**config.mk**
```make
export PLATFORM = sky130hd
export DESIGN_NAME = nvsw_ctrl
export DESIGN_NICKNAME = d
export VERILOG_FILES = /design/src/include/nvsw_pkg.sv /design/src/rtl/nvsw_ctrl.sv
export VERILOG_INCLUDE_DIRS = /design/src /design/src/include
export SDC_FILE = /design/constraint.sdc
export NUM_CORES = 1
export LEC_CHECK = 0
export ABC_CLOCK_PERIOD_IN_PS = 3150
export BUFFER_PORTS_ARGS = -buffer_cell sky130_fd_sc_hd__buf_2
export CORE_MARGIN = 2
export CORE_UTILIZATION = 53
export CTS_CLUSTER_DIAMETER = 120
export DETAILED_ROUTE_END_ITERATION = 10
export PLACE_DENSITY_LB_ADDON = 0.25
export SLEW_MARGIN = 0
export SYNTH_ARGS = -nofsm -noshare
export SYNTH_HDL_FRONTEND = slang
export SYNTH_SLANG_ARGS = --single-unit
```
**constraint.sdc**
```tcl
create_clock -name sys_clk_i -period 3.15 [get_ports sys_clk_i]
set_input_delay 0.945 -clock sys_clk_i [delete_from_list [all_inputs] [get_ports sys_clk_i]]
set_output_delay 0.945 -clock sys_clk_i [all_outputs]
set_load 0.02 [all_outputs]
```
**src/include/nvsw_defs.svh**
```systemverilog
// register offsets, field positions, key values, masks and timing counts for the nvm controller
`ifndef NVSW_DEFS_SVH
`define NVSW_DEFS_SVH
`define NVSW_OFF_CONTROL 12'h000
`define NVSW_OFF_UNLOCK 12'h004
`define NVSW_OFF_ADDR_LO 12'h008
`define NVSW_OFF_ADDR_HI 12'h00c
`define NVSW_OFF_DATA_LO 12'h010
`define NVSW_OFF_DATA_HI 12'h014
`define NVSW_OFF_CORE_IRQ 12'h018
`define NVSW_OFF_IRQ_EN 12'h01c
`define NVSW_OFF_IRQ_FLAGS 12'h020
`define NVSW_OFF_IRQ_CLEAR 12'h024
`define NVSW_BIT_READ 0
`define NVSW_BIT_GO 1
`define NVSW_BIT_PERMIT 2
`define NVSW_BIT_FAULT 3
`define NVSW_BIT_SPACE 7
`define NVSW_BIT_DONE 4
`define NVSW_BIT_GIE 7
`define NVSW_KEY_FIRST 8'h55
`define NVSW_KEY_SECOND 8'haa
`define NVSW_ADDR_HI_MASK 8'h1f
`define NVSW_DATA_HI_MASK 8'h3f
`define NVSW_CLK_HZ 10000000
`define NVSW_PWRT_MS 64
`define NVSW_PWRT_CYCLES ((`NVSW_CLK_HZ / 1000) * `NVSW_PWRT_MS)
`define NVSW_ERASE_MS 4
`define NVSW_ERASE_CYCLES ((`NVSW_CLK_HZ / 1000) * `NVSW_ERASE_MS)
`define NVSW_EE_WRITE_CYCLES 50
`define NVSW_BUF_SLOT_CYCLES 1
`endif

```
**src/include/nvsw_pkg.sv**
```systemverilog
// types of the nvm self-write controller
package nvsw_pkg;
   typedef enum logic [2:0] {
      NVSW_IDLE = 3'b000,
      NVSW_BUFFER = 3'b001,
      NVSW_EE_WRITE = 3'b011,
      NVSW_FLASH_ERASE = 3'b010,
      NVSW_FINISH = 3'b110
   } nvsw_state_t;
   typedef enum logic [1:0] {
      NVSW_KEY_NONE = 2'b00,
      NVSW_KEY_HALF = 2'b01,
      NVSW_KEY_OPEN = 2'b11
   } nvsw_key_t;
endpackage

```
**src/rtl/nvsw_ctrl.sv**
```systemverilog
// nvm self-write controller: apb registers, unlock, buffered flash block and eeprom write
//
// The register addresses and the APB interface to the registers were decided locally.
`timescale 1ns/1ns
`include "nvsw_defs.svh"

module nvsw_ctrl #(
   parameter int unsigned PWRT_CYCLES = `NVSW_PWRT_CYCLES,
   parameter int unsigned ERASE_CYCLES = `NVSW_ERASE_CYCLES
) (
   // clock and reset
   input wire logic sys_clk_i,
   input wire logic reset_i,
   input wire logic power_on_i,
   // apb slave
   input wire logic psel_i,
   input wire logic penable_i,
   input wire logic pwrite_i,
   input wire logic [11:0] paddr_i,
   input wire logic [31:0] pwdata_i,
   output logic [31:0] prdata_o,
   output logic pready_o,
   output logic pslverr_o,
   // configuration fuse and external programming port
   input wire logic data_lock_fuse_i,
   input wire logic ext_prog_req_i,
   output logic ext_prog_grant_o,
   // nonvolatile array
   output logic mem_wr_o,
   output logic mem_rd_o,
   output logic mem_space_o,
   output logic mem_erase_o,
   output logic [12:0] mem_addr_o,
   output logic [13:0] mem_wdata_o,
   input wire logic [13:0] mem_rdata_i,
   // processor side
   output logic cpu_stall_o,
   output logic irq_o
);
   nvsw_pkg::nvsw_state_t state_q;
   nvsw_pkg::nvsw_key_t key_q;
   logic [7:0] addr_lo_q;
   logic [7:0] addr_hi_q;
   logic [7:0] data_lo_q;
   logic [7:0] data_hi_q;
   logic space_q;
   logic permit_q;
   logic go_q;
   logic fault_q;
   logic done_q;
   logic done_en_q;
   logic gie_q;
   logic [31:0] pwrt_cnt_q;
   logic [31:0] op_cnt_q;
   logic [13:0] buf_q [0:7];
   logic [12:0] op_addr_q;
   logic wr_acc;
   logic rd_acc;
   logic go_req;
   logic launch;
   logic pwrt_busy;
   logic op_done;
   logic busy;

   assign wr_acc = psel_i && penable_i && pwrite_i;
   // array read request: read bit written while no write is running
   assign rd_acc = wr_acc && (paddr_i == `NVSW_OFF_CONTROL) && pwdata_i[`NVSW_BIT_READ] && !busy;
   assign pready_o = 1'b1;
   assign pslverr_o = 1'b0;
   assign pwrt_busy = (pwrt_cnt_q != 32'h0);
   assign busy = (state_q != nvsw_pkg::NVSW_IDLE);
   assign go_req = wr_acc && (paddr_i == `NVSW_OFF_CONTROL) && pwdata_i[`NVSW_BIT_GO];
   // go takes effect only after the key sequence and with the permit bit set
   assign launch = go_req && !busy && permit_q && (key_q == nvsw_pkg::NVSW_KEY_OPEN)
      && !(pwrt_busy && !pwdata_i[`NVSW_BIT_SPACE]);
   assign op_done = (op_cnt_q == 32'h0);
   assign irq_o = gie_q && done_en_q && done_q;
   // external programming reaches data eeprom only when the fuse is unprogrammed
   assign ext_prog_grant_o = ext_prog_req_i && data_lock_fuse_i;

   // power-up timer
   always_ff @(posedge sys_clk_i)
   begin
      if (power_on_i)
         pwrt_cnt_q <= PWRT_CYCLES;
      else if (pwrt_busy)
         pwrt_cnt_q <= pwrt_cnt_q - 32'h1;
   end

   // unlock key tracker: any other write or go consumes it
   always_ff @(posedge sys_clk_i)
   begin
      if (reset_i)
         key_q <= nvsw_pkg::NVSW_KEY_NONE;
      else if (wr_acc && paddr_i == `NVSW_OFF_UNLOCK)
      begin
         if (pwdata_i[7:0] == `NVSW_KEY_FIRST)
            key_q <= nvsw_pkg::NVSW_KEY_HALF;
         else if (pwdata_i[7:0] == `NVSW_KEY_SECOND && key_q == nvsw_pkg::NVSW_KEY_HALF)
            key_q <= nvsw_pkg::NVSW_KEY_OPEN;
         else
            key_q <= nvsw_pkg::NVSW_KEY_NONE;
      end
      else if (wr_acc)
         key_q <= nvsw_pkg::NVSW_KEY_NONE;
   end

   // address, data and read results
   always_ff @(posedge sys_clk_i)
   begin
      if (reset_i)
      begin
         addr_lo_q <= 8'h00;
         addr_hi_q <= 8'h00;
         data_lo_q <= 8'h00;
         data_hi_q <= 8'h00;
      end
      else if (mem_rd_o)
      begin
         data_lo_q <= mem_rdata_i[7:0];
         data_hi_q <= space_q ? {2'b00, mem_rdata_i[13:8]} : 8'h00;
      end
      else if (wr_acc)
      begin
         case (paddr_i)
            `NVSW_OFF_ADDR_LO: addr_lo_q <= pwdata_i[7:0];
            `NVSW_OFF_ADDR_HI: addr_hi_q <= pwdata_i[7:0] & `NVSW_ADDR_HI_MASK;
            `NVSW_OFF_DATA_LO: data_lo_q <= pwdata_i[7:0];
            `NVSW_OFF_DATA_HI: data_hi_q <= pwdata_i[7:0] & `NVSW_DATA_HI_MASK;
            default: ;
         endcase
      end
   end

   // control bits; permit cleared at every power-up
   always_ff @(posedge sys_clk_i)
   begin
      if (power_on_i)
      begin
         permit_q <= 1'b0;
         space_q <= 1'b0;
      end
      else if (wr_acc && paddr_i == `NVSW_OFF_CONTROL)
      begin
         permit_q <= pwdata_i[`NVSW_BIT_PERMIT];
         space_q <= busy ? space_q : pwdata_i[`NVSW_BIT_SPACE];
      end
   end

   // fault flag: a reset arriving mid-write marks the write incomplete
   always_ff @(posedge sys_clk_i)
   begin
      if (power_on_i)
         fault_q <= 1'b0;
      else if (reset_i && busy)
         fault_q <= 1'b1;
      else if (wr_acc && paddr_i == `NVSW_OFF_CONTROL && !pwdata_i[`NVSW_BIT_FAULT])
         fault_q <= 1'b0;
   end

   // read strobe pulse
   always_ff @(posedge sys_clk_i)
   begin
      if (reset_i)
         mem_rd_o <= 1'b0;
      else
         mem_rd_o <= rd_acc;
   end

   // write sequencer
   always_ff @(posedge sys_clk_i)
   begin
      if (reset_i)
      begin
         state_q <= nvsw_pkg::NVSW_IDLE;
         go_q <= 1'b0;
         op_cnt_q <= 32'h0;
         op_addr_q <= 13'h0;
         mem_wr_o <= 1'b0;
         mem_erase_o <= 1'b0;
         mem_space_o <= 1'b0;
         mem_addr_o <= 13'h0;
         mem_wdata_o <= 14'h0;
         cpu_stall_o <= 1'b0;
      end
      else
      begin
         mem_wr_o <= 1'b0;
         case (state_q)
            nvsw_pkg::NVSW_IDLE:
            begin
               if (launch)
               begin
                  go_q <= 1'b1;
                  op_addr_q <= {addr_hi_q[4:0], addr_lo_q};
                  // flash words first go through the buffer slot; the space bit
                  // written with go is the one the control register keeps
                  if (pwdata_i[`NVSW_BIT_SPACE])
                  begin
                     state_q <= nvsw_pkg::NVSW_BUFFER;
                     op_cnt_q <= `NVSW_BUF_SLOT_CYCLES;
                  end
                  else
                  begin
                     state_q <= nvsw_pkg::NVSW_EE_WRITE;
                     op_cnt_q <= `NVSW_EE_WRITE_CYCLES;
                  end
                  cpu_stall_o <= pwdata_i[`NVSW_BIT_SPACE];
               end
               else if (rd_acc)
               begin
                  // present the array address for the read strobe that follows
                  mem_space_o <= pwdata_i[`NVSW_BIT_SPACE];
                  mem_addr_o <= {addr_hi_q[4:0], addr_lo_q};
               end
            end
            nvsw_pkg::NVSW_BUFFER:
            begin
               buf_q[op_addr_q[2:0]] <= {data_hi_q[5:0], data_lo_q};
               if (op_addr_q[2:0] == 3'b111)
               begin
                  state_q <= nvsw_pkg::NVSW_FLASH_ERASE;
                  op_cnt_q <= ERASE_CYCLES;
                  mem_erase_o <= 1'b1;
                  mem_space_o <= 1'b1;
                  mem_addr_o <= {op_addr_q[12:3], 3'b000};
               end
               else
                  state_q <= nvsw_pkg::NVSW_FINISH;
            end
            nvsw_pkg::NVSW_EE_WRITE:
            begin
               if (op_done)
               begin
                  mem_wr_o <= 1'b1;
                  mem_space_o <= 1'b0;
                  mem_addr_o <= op_addr_q;
                  mem_wdata_o <= {6'h00, data_lo_q};
                  state_q <= nvsw_pkg::NVSW_FINISH;
               end
               else
                  op_cnt_q <= op_cnt_q - 32'h1;
            end
            nvsw_pkg::NVSW_FLASH_ERASE:
            begin
               // processor halted while the block is erased and written
               if (op_done)
               begin
                  mem_erase_o <= 1'b0;
                  state_q <= nvsw_pkg::NVSW_FINISH;
               end
               else
               begin
                  op_cnt_q <= op_cnt_q - 32'h1;
                  if (op_cnt_q <= 32'h8)
                  begin
                     mem_wr_o <= 1'b1;
                     mem_addr_o <= {op_addr_q[12:3], 3'(8 - op_cnt_q)};
                     mem_wdata_o <= buf_q[3'(8 - op_cnt_q)];
                  end
               end
            end
            nvsw_pkg::NVSW_FINISH:
            begin
               go_q <= 1'b0;
               cpu_stall_o <= 1'b0;
               state_q <= nvsw_pkg::NVSW_IDLE;
            end
            default: state_q <= nvsw_pkg::NVSW_IDLE;
         endcase
      end
   end

   // interrupt registers; completion wins over a clear in the same cycle
   always_ff @(posedge sys_clk_i)
   begin
      if (reset_i)
      begin
         done_q <= 1'b0;
         done_en_q <= 1'b0;
         gie_q <= 1'b0;
      end
      else
      begin
         if (state_q == nvsw_pkg::NVSW_FINISH)
            done_q <= 1'b1;
         else if (wr_acc && paddr_i == `NVSW_OFF_IRQ_CLEAR && pwdata_i[`NVSW_BIT_DONE])
            done_q <= 1'b0;
         if (wr_acc && paddr_i == `NVSW_OFF_IRQ_EN)
            done_en_q <= pwdata_i[`NVSW_BIT_DONE];
         if (wr_acc && paddr_i == `NVSW_OFF_CORE_IRQ)
            gie_q <= pwdata_i[`NVSW_BIT_GIE];
      end
   end

   // read data mux
   always_ff @(posedge sys_clk_i)
   begin
      if (reset_i)
         prdata_o <= 32'h0;
      else if (psel_i && !penable_i && !pwrite_i)
      begin
         case (paddr_i)
            `NVSW_OFF_CONTROL: prdata_o <= {24'h0, space_q, 3'b000, fault_q, permit_q, go_q, 1'b0};
            `NVSW_OFF_ADDR_LO: prdata_o <= {24'h0, addr_lo_q};
            `NVSW_OFF_ADDR_HI: prdata_o <= {24'h0, addr_hi_q};
            `NVSW_OFF_DATA_LO: prdata_o <= {24'h0, data_lo_q};
            `NVSW_OFF_DATA_HI: prdata_o <= {24'h0, data_hi_q};
            `NVSW_OFF_CORE_IRQ: prdata_o <= {24'h0, gie_q, 7'h00};
            `NVSW_OFF_IRQ_EN: prdata_o <= {27'h0, done_en_q, 4'h0};
            `NVSW_OFF_IRQ_FLAGS: prdata_o <= {27'h0, done_q, 4'h0};
            default: prdata_o <= 32'h0;
         endcase
      end
   end
endmodule

```
==> summary.txt, run 1 <==
Outcome -> finished, final reports clean
Fin crit share -> 91.9%
Area Overhead vs Synth -> 14.6%
Antenna violations before repair -> 0
Post-route minimum period -> 2890 ps
Relative slew margins -> 35.8%
Total grt overflow -> 0
Vias in the first global route -> 8,701
Port Buffers -> 83
Die height -> 156 um
Unique masters post-synth -> 77
Cts repair resizes -> 0
CP Class -> reg -> reg
Final hold violation count -> 0
First-pass GRT wire length -> 47,800 um
Worst-margin pin slew -> 936 ps
Clock transition at the registers of the reported paths -> 60 ps
CTS Sinks -> 268
Longest Clk Path Bufs -> 3
PD cells -> 523 nW/um^2
Reg2reg end -> op_cnt_q[31]
Synth area leaders -> edfxtp_1, dfxtp_1, mux4_2
Clock Skew -> 28.1 ps
Area of the mapped netlist -> 12,200 sq um
Max_cap viols -> 0
Internal power -> 5.65 mW
Seq pwr share -> 50.1%
Chip width -> 156 um
Drt first pass iters -> 7
Setup TNS -> 0 ps
GPL Wtd Cong -> 0.928
Asr flop ratio synth -> 0%
Core area -> 22,600 sq um
N_diodes -> 0
Area share of the largest cell type after synthesis -> 27.5%
CTS tree -> yes
Clk pwr share -> 45.0%
Required @ worst endpoint -> 3550 ps
Worst Setup EP -> op_cnt_q[31]
Clk root buf -> clkbuf_16
Cell Area, Placed -> 13,100 sq um
R2R Setup Slk -> 260 ps
Comb pwr share -> 4.9%
Routed vias/inst -> 6.15
H-tree depth -> 1
Post-synth EDFFs -> 112
Post-CTS Hold Buffers -> 0
Final setup fails -> 0
Commonest non-fill, non-tap cell in the layout -> dfxtp_1
Most area-hungry cell type in the Yosys netlist -> edfxtp_1
RSZ-0062 raised after global routing -> false
Reg2Reg Depth -> 7
Worst Path Max Fanout -> 16
LEAKAGE -> 4.89 nW
Yosys reg bits -> 268
Warning count from the yosys run -> 0
Type of the tightest min-delay check -> reg -> reg
TritonCTS Buffers -> 29
Critical path arrival -> 3300 ps
Via Count -> 9,547
Skew-Pair Late Insertion Delay -> 570 ps
Seq/Total Area, Yosys -> 53.1%
Die ar. -> 24,300 sq um
Layout cell share with drive strength beyond 1 -> 21.2%
Sw Ratio -> 22.6%
PnR worst setup slack -> 255 ps
Crit path capture type -> flop
Net Switching -> 1.65 mW
Largest net degree at the start of global routing -> 114
Post-layout util -> 61.8%
Max VDD drop -> 0.346 mV
Wire per inst -> 19.6 um
Nets -> 1,314
Dpl ws -> 28.2 ps
Cells after synthesis -> 1,146
# DRC -> 0
Most frequent cells in the layout -> dfxtp_1, edfxtp_1, nor2_1
Routed WL -> 30,500 um
Cell area after layout -> 14,000 sq um
DRT iter0 DRCs -> 1,058
Post-route ant nets -> 0
Avg Inst Size Synth -> 10.7 sq um
Starting density of the core -> 53.9%
Total Routing Usage GR -> 24.9%
Num rows -> 55
Crit path from -> pwrt_cnt_q[24]
Top Ports -> 134
Ys flop type -> dfxtp_1
RR Startpoint -> pwrt_cnt_q[24]
Dpl hpwl -> 20,200 um
Fmax -> 345 MHz
CP Launch Type -> flop
Fin Hold WS -> 452 ps
Post-CTS setup buffers -> 0
Slew Limit Fails -> 0
## cell usage after synthesis, types with 7 or more instances
library cell  number
nand4_1           22
a21oi_1           92
a31oi_1           25
o21ai_0           63
dfxtp_1          156
mux2i_1           48
inv_1             15
nor3_1            44
a211oi_1          18
buf_1              8
mux4_2            28
nor2_1           106
mux2_2            17
nand2b_1          10
clkbuf_1          55
nor4_1            16
o31ai_1           11
edfxtp_1         112
nand3_1           22
or3_1             23
a311oi_1          10
nor2b_1            7
a22oi_1            9
nand2_1           76
buf_4             27
xor2_1            12
## state kept, by name (all words and copies together) (netlist names), 2 cells and up
register	cells
data_hi_q	6
op_addr_q	13
addr_hi_q	5
pwrt_cnt_q	32
key_q	2
state_q	3
buf_q	112
mem_wdata_o	14
prdata_o	8
data_lo_q	8
addr_lo_q	8
mem_addr_o	13
op_cnt_q	32
## critical path: stages (launching register included)
cell      delay (ps)
dfxtp_1          360
or4_4            590
nor4_1           430
nand4_2          380
a22o_2           490
nor2_2           110
buf_4            230
a311oi_1         130
## metal layers
metal / vias to the layer above / part of all wire [%] / track usage [%]
met5: - / 0 / 0
met2: 383 / 46 / 39.5
met3: 53 / 7.0 / 3.50
met4: 0 / 2.2 / 6.20
met1: 4619 / 44 / 36.3
li1: 4492 / - / -
## area by class of cell
class                           instances  area, sq um
Clock buffer                           38          813
Clock inverter                         15          118
Fill cell                            1786         8650
Inverter                               16         60.1
Multi-Input combinational cell        788         5280
Sequential cell                       268         6490
Tap cell                              285          357
Timing Repair Buffer                  142          873
## power by group through the flow
stage                     Sequential [mW]  Combinational (mW)  Clock, mW
after CTS                            3.66               0.356       3.34
after detailed placement             3.74               0.355          0
final                                3.66               0.359       3.29
after global placement               3.74               0.351          0
after floorplan                      3.73               0.278          0
after global routing                 3.67               0.398       3.45
## cell families after synthesis
family,count (synthesis),synth area share (%)
buf+inv,114,4.64
mux,93,10.7
xor+xnor,13,0.933
compound gates,266,13.5
simple gates,387,16.8
other cells,2,0.0615
flops,268,53.1
fa+ha+maj,3,0.307
## how the worst min path moves through the flow
stage	from	endpoint	slack, ps	cells past startpoint
2_1_floorplan	op_addr_q[3]	op_addr_q[3]	430	2
3_3_place_gp	op_addr_q[3]	op_addr_q[3]	440	2
3_5_place_dp	op_addr_q[6]	op_addr_q[6]	440	2
4_1_cts	op_addr_q[6]	op_addr_q[6]	450	2
5_1_grt	op_addr_q[4]	op_addr_q[4]	470	2
6_report	op_addr_q[6]	op_addr_q[6]	450	2
## through the flow
step | total power, mW | instances
3_5_place_dp | 4.09 | 1499
6_report | 7.31 | 1552
4_1_cts | 7.35 | 1552
5_1_grt | 7.52 | 1552
2_1_floorplan | 4.01 | 1170
3_3_place_gp | 4.09 | 1499
Note: power is estimated with default switching activity, not from simulation.
==> run 2: changes to the inputs <==
--- a/config.mk
+++ b/config.mk
@@ -12,6 +12,7 @@
 export CORE_UTILIZATION = 53
 export CTS_CLUSTER_DIAMETER = 120
 export DETAILED_ROUTE_END_ITERATION = 10
+export GPL_TIMING_DRIVEN = 0
 export PLACE_DENSITY_LB_ADDON = 0.25
 export SLEW_MARGIN = 0
 export SYNTH_ARGS = -nofsm -noshare
==> summary.txt, run 2 (same netlist as run 1, synthesis figures left out) <==
RSZ-0062 raised after global routing -> true
Core area -> 22,600 sq um
Routed vias/inst -> 6.18
M2 GR Usage -> 42.7%
Clock transition at the registers of the reported paths -> 60 ps
Clk root buf -> clkbuf_16
Final Power -> 7.38 mW
CTS tree -> yes
Routed WL -> 33,100 um
Worst-path cell chain -> buf_4 > inv_1 > ha_2 > nor3b_4 > nand4_1 > nor3_4 > buf_12 > nor2_2 > clkbuf_2 > a21oi_1 > a311oi_1
GRT met1 Usage -> 38.1%
Worst Min Path Start -> op_addr_q[3]
PD cells -> 519 nW/um^2
Post-route minimum period -> 3070 ps
CP Class -> reg -> reg
Cell area after layout -> 14,200 sq um
Port Buffers -> 82
Vias in the first global route -> 9,412
Total Routing Usage GR -> 27.0%
GR peak layer -> met2
TritonCTS Buffers -> 28
Largest register FFs -> 112
Filler cells -> 1,825
Worst-margin pin slew -> 981 ps
CTS Sinks -> 268
Final setup fails -> 0
CP max stage delay -> 530 ps
Most frequent cells in the layout -> dfxtp_1, edfxtp_1, nor2_1
DRT iter0 DRCs -> 1,150
Commonest non-fill, non-tap cell in the layout -> dfxtp_1
Required @ worst endpoint -> 3590 ps
Max VDD drop -> 0.410 mV
Post-CTS Hold Buffers -> 0
Layout cell share with drive strength beyond 1 -> 20.1%
Dpl ws -> -1230 ps
Total grt overflow -> 0
Post-route ant nets -> 0
Top Ports -> 134
RR Startpoint -> op_cnt_q[0]
Chip width -> 156 um
Relative slew margins -> 34.6%
Nets -> 1,358
# DRC -> 0
Die ar. -> 24,300 sq um
First-pass GRT wire length -> 51,300 um
Cell Area, Placed -> 13,100 sq um
Worst Path Max Fanout -> 10
LEAKAGE -> 4.93 nW
Type of the tightest min-delay check -> reg -> reg
Skew-Pair Late Insertion Delay -> 550 ps
Crit path from -> op_cnt_q[0]
Fmax -> 325 MHz
Antenna violations before repair -> 0
Post-layout util -> 62.9%
Critical path arrival -> 3520 ps
Clock Skew -> 22.8 ps
Via Count -> 9,845
Area Overhead vs Synth -> 16.6%
Max_cap viols -> 0
Grt met3 use -> 4.72%
Crit path capture type -> flop
Dpl hpwl -> 23,000 um
Wire per inst -> 20.7 um
H-tree depth -> 1
N_diodes -> 0
Num rows -> 55
Drt first pass iters -> 7
Fin crit share -> 97.6%
GPL Wtd Cong -> 0.952
Final hold violation count -> 0
Longest Clk Path Bufs -> 3
Slowest cell on the critical path -> dfxtp_1
Largest net degree at the start of global routing -> 15
CP Launch Type -> flop
Slew Limit Fails -> 0
Starting density of the core -> 53.9%
Outcome -> finished, final reports clean
Die height -> 156 um
PnR worst setup slack -> 75.6 ps
Setup TNS -> 0 ps
[run 2: changes by cell type in the layout (fill, tap and decap cells not counted), moves of 4 or more]
cell and change:
nor2_1 -6, buf_6 +6, nor2_2 +5, buf_1 +6
nor4_1 -4, clkbuf_1 +59, buf_4 -27
[run 2: where the power goes]
part           switching, mW  internal (mW)  total [mW]
registers             0.0433           3.62        3.67
clock network           1.34           1.97        3.30
logic                  0.258          0.153       0.411
[run 2: routing by layer]
metal  share of wire (%)  vias up
li1                    -     4577
met2                  46      509
met1                  42     4692
met4                 2.7        0
met5                   0        -
met3                 9.2       67
[run 2: metrics by stage]
step,instances,hold WS (ps)
detailed placement,1540,444
floorplan,1170,431
CTS,1593,452
global placement,1537,437
global route,1594,475
finish,1594,449
[run 2: worst paths after layout]
check / slack (ps) / endpoint / cells after the start
setup / recovery: 80 / op_cnt_q[22] / 11
hold / removal: 450 / op_addr_q[3] / 2
setup reg to reg: 80 / op_cnt_q[22] / 11
hold reg to reg: 450 / op_addr_q[3] / 2
[run 2: layout make-up]
cell class                 instances  area (sq um)  area share [%]
sequential                       268          6490            45.6
multi-input combinational        788          5400            38.0
clock buffer                      39           782            5.49
buffer                            97           514            3.61
timing repair buffer              90           494            3.47
tap                              285           357            2.50
clock inverter                    11           140           0.984
inverter                          16          60.1           0.422
[run 2: timing repair]
action | 4_1_cts | 5_1_grt
pin swaps | 1 | 0
setup buffers | 4 | 1
endpoints found under the setup margin | 100 | 66
gates resized for setup | 17 | 11
hold endpoints to repair | 0 | 0
[run 2: worst max-delay path: cells and delay by family (launching register included)]
kind                       cells  cell delay (ps)
adders and majority gates      1              240
and+or+nand+nor                4              890
AOI/OAI and AO/OA              2              350
buffers and inverters          4              960
DFF                            1              530
